## config.mk

```make
export PLATFORM = sky130hd
export DESIGN_NAME = tcr_top
export DESIGN_NICKNAME = d
export VERILOG_FILES = /design/src/rtl/tcr_pkg.sv /design/src/rtl/tcr_sync.sv /design/src/rtl/tcr_top.sv
export SDC_FILE = /design/constraint.sdc
export NUM_CORES = 1
export LEC_CHECK = 0
export BUFFER_PORTS_ARGS = -buffer_cell sky130_fd_sc_hd__buf_2
export CAP_MARGIN = 25
export CELL_PAD_IN_SITES_DETAIL_PLACEMENT = 1
export CELL_PAD_IN_SITES_GLOBAL_PLACEMENT = 2
export CORE_MARGIN = 3
export CORE_UTILIZATION = 34
export CTS_CLUSTER_DIAMETER = 60
export CTS_CLUSTER_SIZE = 12
export DETAILED_ROUTE_END_ITERATION = 8
export GPL_TIMING_DRIVEN = 0
export HOLD_SLACK_MARGIN = 0.02
export PLACE_DENSITY = 0.81
export SLEW_MARGIN = 20
export SYNTH_ARGS = -nofsm -noshare
export SYNTH_HDL_FRONTEND = slang
export SYNTH_SLANG_ARGS = --single-unit
```

## constraint.sdc

```tcl
create_clock -name pclk -period 2.71 [get_ports pclk]
set_input_delay 0 -clock pclk [delete_from_list [all_inputs] [get_ports pclk]]
set_output_delay 0 -clock pclk [all_outputs]
set_load 0.03 [all_outputs]
```

## src/rtl/tcr_pkg.sv

```systemverilog
// constants and types of the 16-bit timer channel control block
package tcr_pkg;

  localparam int unsigned TCR_AW = 16;
  localparam int unsigned TCR_DW = 32;

  // register indices; byte address is four times the index
  localparam logic [13:0] TCR_IDX_CMPA_LO = 14'h002d;
  localparam logic [13:0] TCR_IDX_CMPA_HI = 14'h002e;
  localparam logic [13:0] TCR_IDX_MODE = 14'h0031;
  localparam logic [13:0] TCR_IDX_CTRL = 14'h0032;
  localparam logic [13:0] TCR_IDX_STAT = 14'h0033;
  localparam logic [13:0] TCR_IDX_GATE = 14'h0f74;

  // reset values
  localparam logic [7:0] TCR_RST_GATE = 8'h00;
  localparam logic [7:0] TCR_RST_MODE = 8'h80;
  localparam logic [7:0] TCR_RST_CTRL = 8'h00;
  localparam logic [15:0] TCR_RST_CMPA = 16'hffff;

  // gate register fields
  localparam int unsigned TCR_GATE_CH0 = 0;
  localparam int unsigned TCR_GATE_CH1 = 1;
  localparam int unsigned TCR_GATE_PAIR_A = 4;
  localparam int unsigned TCR_GATE_PAIR_B = 5;

  // mode register fields
  localparam int unsigned TCR_MODE_DBUF = 7;
  localparam int unsigned TCR_MODE_TPOL = 6;
  localparam int unsigned TCR_MODE_SHARED = 5;
  localparam int unsigned TCR_MODE_CK_LSB = 3;
  localparam int unsigned TCR_MODE_OP_LSB = 0;

  // control register fields
  localparam int unsigned TCR_CTRL_OVE = 7;
  localparam int unsigned TCR_CTRL_TFF = 6;
  localparam int unsigned TCR_CTRL_NC_LSB = 4;
  localparam int unsigned TCR_CTRL_ACAP = 3;
  localparam int unsigned TCR_CTRL_PPG = 2;
  localparam int unsigned TCR_CTRL_RUN = 0;
  localparam logic [7:0] TCR_CTRL_RD_MASK = 8'hf1;

  // status register fields
  localparam int unsigned TCR_STAT_OVF = 7;
  localparam int unsigned TCR_STAT_CPA = 1;
  localparam int unsigned TCR_STAT_CPB = 0;

  // divider exponents of the source clock
  localparam logic [3:0] TCR_CK_EXP_00 = 4'ha;
  localparam logic [3:0] TCR_CK_EXP_01 = 4'h6;
  localparam logic [3:0] TCR_CK_EXP_10 = 4'h2;
  localparam logic [3:0] TCR_CK_EXP_11 = 4'h1;
  localparam logic [3:0] TCR_CK_EXP_LF = 4'h3;

  // divider exponents of the noise canceller sampling
  localparam logic [3:0] TCR_NC_EXP_01 = 4'h1;
  localparam logic [3:0] TCR_NC_EXP_10 = 4'h2;
  localparam logic [3:0] TCR_NC_EXP_11 = 4'h8;
  localparam logic [3:0] TCR_NC_EXP_LF = 4'h1;

  typedef enum logic [2:0] {
    TCR_OP_TIMER,
    TCR_OP_EVENT,
    TCR_OP_PULSE_SW,
    TCR_OP_EXT_TRIG,
    TCR_OP_WINDOW,
    TCR_OP_PULSE_WIDTH,
    TCR_OP_RESERVED
  } tcr_op_mode_t;

endpackage

```

## src/rtl/tcr_sync.sv

```systemverilog
// three-stage input synchroniser with agreement filter
`timescale 1ns/10ps
`default_nettype none
module tcr_sync
(
  input wire logic pclk,
  input wire logic presetn,
  input wire logic ce,
  input wire logic din,
  output logic dout
);
  logic s1_reg;
  logic s2_reg;
  logic s3_reg;

  always_ff @(posedge pclk or negedge presetn)
  begin
    if (!presetn)
    begin
      s1_reg <= 1'b0;
      s2_reg <= 1'b0;
      s3_reg <= 1'b0;
      dout <= 1'b0;
    end
    else if (ce)
    begin
      s1_reg <= din;
      s2_reg <= s1_reg;
      s3_reg <= s2_reg;
      if (s2_reg == s3_reg)
      begin
        dout <= s3_reg;
      end
    end
  end
endmodule
`default_nettype wire

```

## src/rtl/tcr_top.sv

```systemverilog
// control registers of one 16-bit timer channel behind an APB slave
//
// Local design decision: the APB register port.
`timescale 1ns/10ps
`default_nettype none
module tcr_top
  import tcr_pkg::*;
(
  input wire logic pclk,
  input wire logic presetn,
  input wire logic ce,
  input wire logic psel,
  input wire logic penable,
  input wire logic pwrite,
  input wire logic [TCR_AW-1:0] paddr,
  input wire logic [TCR_DW-1:0] pwdata,
  output logic [TCR_DW-1:0] prdata,
  output logic pready,
  output logic pslverr,
  input wire logic slow_clk_divsel,
  input wire logic low_speed,
  input wire logic stop_entry,
  input wire logic ovf_event,
  input wire logic cap_a_event,
  input wire logic cap_b_event,
  input wire logic match_event,
  input wire logic trig_pin,
  output logic clock_gate_ch0,
  output logic clock_gate_ch1,
  output logic clock_gate_8bit_pair_a,
  output logic clock_gate_8bit_pair_b,
  output logic run_control,
  output logic flipflop_init,
  output logic pulse_oneshot_select,
  output tcr_op_mode_t op_mode,
  output logic src_use_low_freq,
  output logic [3:0] src_div_exp,
  output logic [3:0] nf_div_exp,
  output logic nf_use_low_freq,
  output logic nf_halted,
  output logic cap_single_edge,
  output logic trig_stop_select,
  output logic capture_active,
  output logic trig_active,
  output logic timer_irq,
  output logic [15:0] compare_reg_a
);
  logic [7:0] gate_reg;
  logic [7:0] mode_reg;
  logic [7:0] ctrl_reg;
  logic [7:0] ctrl_next;
  logic ovf_flag_reg;
  logic capture_flag_a_reg;
  logic capture_flag_b_reg;
  logic [7:0] cmp_tmp_reg;
  logic [15:0] cmp_set_reg;
  logic cmp_pend_reg;
  logic [7:0] rd_byte;
  logic trig_sync;

  // bus decode
  wire logic setup = psel && !penable && !pready;
  wire logic access = psel && penable && pready;
  wire logic [13:0] idx = paddr[TCR_AW-1:2];
  wire logic aligned = paddr[1:0] == 2'b00;
  wire logic hit_lo = aligned && idx == TCR_IDX_CMPA_LO;
  wire logic hit_hi = aligned && idx == TCR_IDX_CMPA_HI;
  wire logic hit_mode = aligned && idx == TCR_IDX_MODE;
  wire logic hit_ctrl = aligned && idx == TCR_IDX_CTRL;
  wire logic hit_stat = aligned && idx == TCR_IDX_STAT;
  wire logic hit_gate = aligned && idx == TCR_IDX_GATE;
  wire logic hit_any = hit_lo || hit_hi || hit_mode || hit_ctrl || hit_stat
    || hit_gate;
  wire logic wr = access && pwrite;
  wire logic wr_gate = wr && hit_gate;
  wire logic wr_mode = wr && hit_mode;
  wire logic wr_ctrl = wr && hit_ctrl;
  wire logic wr_lo = wr && hit_lo;
  wire logic wr_hi = wr && hit_hi;
  wire logic rd_clr = access && !pwrite && hit_stat;
  wire logic [7:0] wbyte = pwdata[7:0];
  wire logic running = ctrl_reg[TCR_CTRL_RUN];

  // field views
  wire logic [2:0] op_code = mode_reg[TCR_MODE_OP_LSB +: 3];
  wire logic [1:0] ck_code = mode_reg[TCR_MODE_CK_LSB +: 2];
  wire logic [1:0] nc_code = ctrl_reg[TCR_CTRL_NC_LSB +: 2];
  wire logic shared_bit = mode_reg[TCR_MODE_SHARED];
  wire logic dbuf_enable = mode_reg[TCR_MODE_DBUF];
  wire logic ext_trig_polarity = mode_reg[TCR_MODE_TPOL];
  wire logic auto_capture_enable = ctrl_reg[TCR_CTRL_ACAP];
  wire logic ovf_irq_enable = ctrl_reg[TCR_CTRL_OVE];
  wire logic [7:0] stat_byte = {ovf_flag_reg, 5'b0_0000, capture_flag_a_reg,
    capture_flag_b_reg};

  // operation mode decode
  tcr_op_mode_t op_dec;
  always_comb
  begin
    case (op_code)
      3'b000: op_dec = TCR_OP_TIMER;
      3'b001: op_dec = TCR_OP_TIMER;
      3'b010: op_dec = TCR_OP_EVENT;
      3'b011: op_dec = TCR_OP_PULSE_SW;
      3'b100: op_dec = TCR_OP_EXT_TRIG;
      3'b101: op_dec = TCR_OP_WINDOW;
      3'b110: op_dec = TCR_OP_PULSE_WIDTH;
      default: op_dec = TCR_OP_RESERVED;
    endcase
  end

  // source clock selection
  wire logic ck_lf = ck_code == 2'b00 && (slow_clk_divsel || low_speed);
  logic [3:0] ck_exp;
  always_comb
  begin
    case (ck_code)
      2'b00: ck_exp = ck_lf ? TCR_CK_EXP_LF : TCR_CK_EXP_00;
      2'b01: ck_exp = TCR_CK_EXP_01;
      2'b10: ck_exp = TCR_CK_EXP_10;
      default: ck_exp = TCR_CK_EXP_11;
    endcase
  end

  // noise canceller sampling; exponent 0 means no filtering
  wire logic nc_lf = low_speed && nc_code == 2'b11;
  wire logic nc_halt = low_speed && (nc_code == 2'b01 || nc_code == 2'b10);
  logic [3:0] nc_exp;
  always_comb
  begin
    case (nc_code)
      2'b00: nc_exp = 4'h0;
      2'b01: nc_exp = TCR_NC_EXP_01;
      2'b10: nc_exp = TCR_NC_EXP_10;
      default: nc_exp = nc_lf ? TCR_NC_EXP_LF : TCR_NC_EXP_11;
    endcase
  end

  wire logic cap_mode = op_dec == TCR_OP_TIMER || op_dec == TCR_OP_EVENT
    || op_dec == TCR_OP_EXT_TRIG || op_dec == TCR_OP_WINDOW;

  // control write: locked fields keep value while running
  wire logic [7:0] lock_mask = 8'hf0 & ~(8'h01 << TCR_CTRL_RUN)
    & ~(8'h01 << TCR_CTRL_ACAP) & ~(8'h01 << TCR_CTRL_PPG);
  wire logic acap_hold = running && !wbyte[TCR_CTRL_RUN];
  always_comb
  begin
    ctrl_next = ctrl_reg;
    if (wr_ctrl)
    begin
      if (running)
      begin
        ctrl_next = (ctrl_reg & lock_mask) | (wbyte & ~lock_mask);
      end
      else
      begin
        ctrl_next = wbyte;
      end
      if (acap_hold)
      begin
        ctrl_next[TCR_CTRL_ACAP] = ctrl_reg[TCR_CTRL_ACAP];
      end
      ctrl_next[1] = 1'b0;
    end
    if (stop_entry)
    begin
      ctrl_next[TCR_CTRL_RUN] = 1'b0;
    end
  end

  // read data selection
  always_comb
  begin
    if (hit_lo)
    begin
      rd_byte = cmp_set_reg[7:0];
    end
    else if (hit_hi)
    begin
      rd_byte = cmp_set_reg[15:8];
    end
    else if (hit_mode)
    begin
      rd_byte = mode_reg;
    end
    else if (hit_ctrl)
    begin
      rd_byte = ctrl_reg & TCR_CTRL_RD_MASK;
    end
    else if (hit_stat)
    begin
      rd_byte = stat_byte;
    end
    else if (hit_gate)
    begin
      rd_byte = gate_reg;
    end
    else
    begin
      rd_byte = 8'h00;
    end
  end

  // apb answer: data sampled in setup, ready in the single access cycle
  always_ff @(posedge pclk or negedge presetn)
  begin
    if (!presetn)
    begin
      prdata <= 32'h0000_0000;
      pready <= 1'b0;
      pslverr <= 1'b0;
    end
    else if (ce)
    begin
      pready <= setup;
      pslverr <= setup && !hit_any;
      if (setup && !pwrite)
      begin
        prdata <= {24'h00_0000, rd_byte};
      end
    end
  end

  // software registers
  always_ff @(posedge pclk or negedge presetn)
  begin
    if (!presetn)
    begin
      gate_reg <= TCR_RST_GATE;
      mode_reg <= TCR_RST_MODE;
      ctrl_reg <= TCR_RST_CTRL;
    end
    else if (ce)
    begin
      if (wr_gate)
      begin
        gate_reg <= wbyte;
      end
      if (wr_mode && !running)
      begin
        mode_reg <= wbyte;
      end
      ctrl_reg <= ctrl_next;
    end
  end

  // status flags: only bits shown by this read are cleared, set wins
  wire logic [7:0] clr = rd_clr ? prdata[7:0] : 8'h00;
  always_ff @(posedge pclk or negedge presetn)
  begin
    if (!presetn)
    begin
      ovf_flag_reg <= 1'b0;
      capture_flag_a_reg <= 1'b0;
      capture_flag_b_reg <= 1'b0;
    end
    else if (ce)
    begin
      ovf_flag_reg <= (ovf_flag_reg && !clr[TCR_STAT_OVF]) || ovf_event;
      capture_flag_a_reg <= (capture_flag_a_reg && !clr[TCR_STAT_CPA])
        || cap_a_event;
      capture_flag_b_reg <= (capture_flag_b_reg && !clr[TCR_STAT_CPB])
        || cap_b_event;
    end
  end

  // compare register A with temporary low byte and double buffer
  wire logic cmp_wr_ok = op_dec != TCR_OP_PULSE_WIDTH;
  wire logic cmp_defer = dbuf_enable && running;
  always_ff @(posedge pclk or negedge presetn)
  begin
    if (!presetn)
    begin
      cmp_tmp_reg <= TCR_RST_CMPA[7:0];
      cmp_set_reg <= TCR_RST_CMPA;
      compare_reg_a <= TCR_RST_CMPA;
      cmp_pend_reg <= 1'b0;
    end
    else if (ce)
    begin
      if (wr_lo && cmp_wr_ok)
      begin
        cmp_tmp_reg <= wbyte;
      end
      if (wr_hi && cmp_wr_ok)
      begin
        cmp_set_reg <= {wbyte, cmp_tmp_reg};
        cmp_pend_reg <= cmp_defer;
        if (!cmp_defer)
        begin
          compare_reg_a <= {wbyte, cmp_tmp_reg};
        end
      end
      else if (cmp_pend_reg && (match_event || !running))
      begin
        compare_reg_a <= cmp_set_reg;
        cmp_pend_reg <= 1'b0;
      end
    end
  end

  tcr_sync u_trig_sync
  (
    .pclk(pclk),
    .presetn(presetn),
    .ce(ce),
    .din(trig_pin),
    .dout(trig_sync)
  );

  // decoded controls towards the counting logic
  always_ff @(posedge pclk or negedge presetn)
  begin
    if (!presetn)
    begin
      op_mode <= TCR_OP_TIMER;
      src_use_low_freq <= 1'b0;
      src_div_exp <= TCR_CK_EXP_00;
      nf_div_exp <= 4'h0;
      nf_use_low_freq <= 1'b0;
      nf_halted <= 1'b0;
      cap_single_edge <= 1'b0;
      trig_stop_select <= 1'b0;
      capture_active <= 1'b0;
      trig_active <= 1'b0;
      timer_irq <= 1'b0;
    end
    else if (ce)
    begin
      op_mode <= op_dec;
      src_use_low_freq <= ck_lf;
      src_div_exp <= ck_exp;
      nf_div_exp <= nc_halt ? 4'h0 : nc_exp;
      nf_use_low_freq <= nc_lf;
      nf_halted <= nc_halt;
      cap_single_edge <= op_dec == TCR_OP_PULSE_WIDTH && shared_bit;
      trig_stop_select <= op_dec == TCR_OP_EXT_TRIG && shared_bit;
      capture_active <= auto_capture_enable && cap_mode;
      trig_active <= trig_sync ^ ext_trig_polarity;
      timer_irq <= ovf_event && ovf_irq_enable;
    end
  end

  // plain register views
  always_ff @(posedge pclk or negedge presetn)
  begin
    if (!presetn)
    begin
      clock_gate_ch0 <= 1'b0;
      clock_gate_ch1 <= 1'b0;
      clock_gate_8bit_pair_a <= 1'b0;
      clock_gate_8bit_pair_b <= 1'b0;
      run_control <= 1'b0;
      flipflop_init <= 1'b0;
      pulse_oneshot_select <= 1'b0;
    end
    else if (ce)
    begin
      clock_gate_ch0 <= gate_reg[TCR_GATE_CH0];
      clock_gate_ch1 <= gate_reg[TCR_GATE_CH1];
      clock_gate_8bit_pair_a <= gate_reg[TCR_GATE_PAIR_A];
      clock_gate_8bit_pair_b <= gate_reg[TCR_GATE_PAIR_B];
      run_control <= ctrl_next[TCR_CTRL_RUN];
      flipflop_init <= ctrl_reg[TCR_CTRL_TFF];
      pulse_oneshot_select <= ctrl_reg[TCR_CTRL_PPG];
    end
  end
endmodule
`default_nettype wire

```

==> summary.md <==
| Metric | Value |
|---|---|
| CTS tree | done |
| Vias per cell | 5.04 |
| Crit share post-route | 90.9% |
| PD cells | 505 nW/µm² |
| H-tree depth | 3 |
| Tightest Pin Transition | 0.877 ns |
| Wirelength per Cell | 18.7 µm |
| Number of flops mapped to enable cells by yosys | 0 |
| CTS sink cnt | 105 |
| Largest net degree at the start of global routing | 55 |
| Routed WL | 15400 µm |
| Vias in the first global route | 4363 |
| Die area | 17300 µm² |
| Worst hold-check path type | primary input to flip-flop |
| Critical Path End Type | flip-flop |
| Routability cong. | 0.857 |
| Placed Instances | 788 |
| Sw power | 0.905 mW |
| XOR/XNOR share of the synthesized area | 0.163% |
| Final Hold Vio Count | 0 |
| Compound-Gate Fraction of Synth Area | 10.2% |
| DRC viols | 0 |
| Antenna diodes | 0 |
| Top cells by area, synth | dfrtp_1 (29%), dfstp_2 (21%), mux2_2 (15%) |
| Share of cells above drive strength 1 | 44.9% |
| Critical path peak fanout | 10 |
| Most common cell in the netlist | mux2_2 |
| Lkg Pwr | 3.02 nW |
| Fillers | 1724 |
| Final setup vio count | 0 |
| Share of Yosys cell area claimed by the top area cell type | 28.9% |
| Max-cap viol count | 0 |
| Largest family of logic cells by synthesized area | multiplexers |
| Max stage delay on crit path | 0.40 ns |
| Synthesized flop and latch total | 105 |
| Final-report max-slew violation count | 0 |
| Gate count of the mapped netlist | 467 |
| Worst-Skew Late Latency | 0.35 ns |
| CP required | 2.99 ns |
| GRT Residual Overflow | 0 |
| Sequential share of power | 48.8% |
| Core area | 15300 µm² |
| Tmin final | 2.46 ns |
| Initial Util | 35.0% |
| Switching part of the total power | 26.8% |
| Gate power share | 12.1% |
| Clock transition at the registers of the reported paths | 0.07 ns |
| Vias | 4147 |
| Relative slew margins | 41.2% |
| Outcome | finished clean |
| Critical path startpoint category | flip-flop |
| Largest area contributor in the netlist | dfrtp_1 |
| Internal | 2.47 mW |
| Maximum clock insertion buffer count | 2 |
| Initial antenna violation count | 0 |
| Top_reg_cell synth | dfrtp_1 |
| CP arrival | 2.75 ns |
| Post-synth cell types | 61 |
| RSZ-0062 raised after global routing | false |
| Kind of critical path | flip-flop to flip-flop |
| Async set-reset flop share out of synthesis | 100% |
| YS warnings | 0 |
| CP max stage cell | nor3_4 |
| Antenna-violating nets left | 0 |
| Boundary pin count | 138 |
| CP Buf/Inv Count | 2 |
| Final #Nets | 676 |
| Initial DRC Count | 204 |
| Chip Width | 132 µm |
| Mux cell area share after synthesis | 18.0% |
| First-pass GRT wire length | 24300 µm |
| Simple-gate share of the synthesized area | 12.8% |
| VDD IR-drop max | 0.342 mV |
| Clk_skew | 0.00865 ns |
| Row count | 45 |
| CTS buffer count | 9 |
| Drt pass-1 iters | 4 |
| CP Cell Sequence | clkbuf_1 -> nand3b_1 -> nand3_1 -> nor3_4 -> buf_2 -> mux2_2 -> mux2_4 |
| Post-synthesis instance area | 5370 µm² |
| Syn avg cell area | 11.5 µm² |
| Detail Placement HPWL | 11600 µm |
| Post-Synth Adder-Cell Area | 1.63% |
| Root Buffer | clkbuf_16 |
| Register area share after synthesis | 50.0% |
| Layout area overhead | 24.4% |
| # port buffers | 85 |
| Clock power share | 39.1% |
| Fmax | 0.406 GHz |
| Top delay family on crit path | simple AND/OR/NAND/NOR gates |
| Die Y | 132 µm |
| Top post-synthesis cells by count | mux2_2 (73), dfrtp_1 (62), dfstp_2 (43), o21ai_0 (30) |
| Total global-route track usage | 17.7% |
| Fin util | 43.6% |
| Fin Hold WS | 0.0622 ns |
| Final Non-Filler Cells | 823 |
==> per-layer routing <==
layer,up-vias,track usage (%),part of all wire (%)
li1,1909,-,-
met1,2111,23.3,45
met2,109,30.3,50
met3,18,2.99,4.1
met4,0,4.38,1.3
met5,-,0,0
==> power by group through the flow <==
stage	combinational (mW)	clock, mW	sequential, mW
after floorplan	0.177	0	1.72
after global placement	0.372	0	1.67
after detailed placement	0.386	0	1.67
after CTS	0.407	1.35	1.65
after global routing	0.440	1.42	1.65
final	0.407	1.32	1.65
==> placed cells by master, fill, tap and decap left out, types with 3 or more instances in the layout <==
master         Yosys  routed
nor4_1             7       6
ha_1               7       7
dfstp_2           43      43
conb_1             1      25
nand2_1           26      26
a21oi_1           18      18
a211oi_1           3       3
buf_2              4      88
nand3_1           16      16
a22o_1             4       4
dlygate4sd3_1      0      16
o2bb2ai_1          3       3
clkbuf_1          13      14
nor3_1            14      14
o31ai_1            8       8
a22oi_1            3       3
nor2b_1            5       5
nor2_1            17      17
clkbuf_16          0       9
buf_4             26      29
inv_1             24      24
mux2_2            73      73
o21ai_0           30      30
nor4b_1            4       3
mux2_4             9       9
nand4_1            4       4
dfrtp_1           62      62
==> final timing paths <==
| path | start | to | slack [ns] | cells past startpoint |
|---|---|---|---|---|
| max | mode_reg[1] | compare_reg_a[11] | 0.25 | 7 |
| min | pwrite | prdata[7] | 0.06 | 4 |
| max reg2reg | mode_reg[1] | compare_reg_a[11] | 0.25 | 7 |
| min reg2reg | src_div_exp[3] | src_div_exp[3] | 0.47 | 2 |
| max in group asynchronous | presetn | cmp_set_reg[10] | 1.84 | 3 |
| min in group asynchronous | presetn | nf_div_exp[3] | 0.16 | 2 |
==> metrics by stage <==
step | instance area [µm²] | power, mW | TNS [ns] | setup slack (ns)
finish | 6680 | 3.37 | 0 | 0.247
global route | 6680 | 3.51 | 0 | 0.0749
CTS | 6650 | 3.40 | 0 | 0.0254
detailed placement | 6190 | 2.06 | 0 | 0.0474
global placement | 6150 | 2.04 | -0.942 | -0.119
floorplan | 5460 | 1.89 | 0 | 0.405
==> kinds of logic (layout without fill, tap and decap cells) <==
logic type | Yosys count | count (layout)
buf+inv | 71 | 192
simple gates | 115 | 115
fa+ha+maj | 7 | 7
other cells | 1 | 25
xor+xnor | 1 | 1
mux | 83 | 83
compound gates | 84 | 84
flops | 105 | 105
==> repair_timing <==
action / CTS / global route
resized for setup: 0 / 1
endpoints found under the hold margin: 93 / 0
setup endpoints to repair: 0 / 10
hold buffers: 16 / 0
buffers inserted: 0 / 3
==> layout make-up <==
cell class | instances | area [µm²] | share of cell area (%)
buffer | 46 | 295 | 4.42
timing repair buffer | 105 | 642 | 9.61
clock inverter | 6 | 66.3 | 0.993
clock buffer | 10 | 229 | 3.43
inverter | 25 | 93.8 | 1.41
multi-input combinational | 315 | 2410 | 36.0
sequential | 105 | 2680 | 40.2
tap | 211 | 264 | 3.95
==> tightest hold or removal path, stage by stage <==
cell,delay [ns]
buf_2,0.13
nor4_2,0.10
nor2_1,0.09
a21oi_1,0.05
No activity file was read; power rests on OpenSTA's default activity.
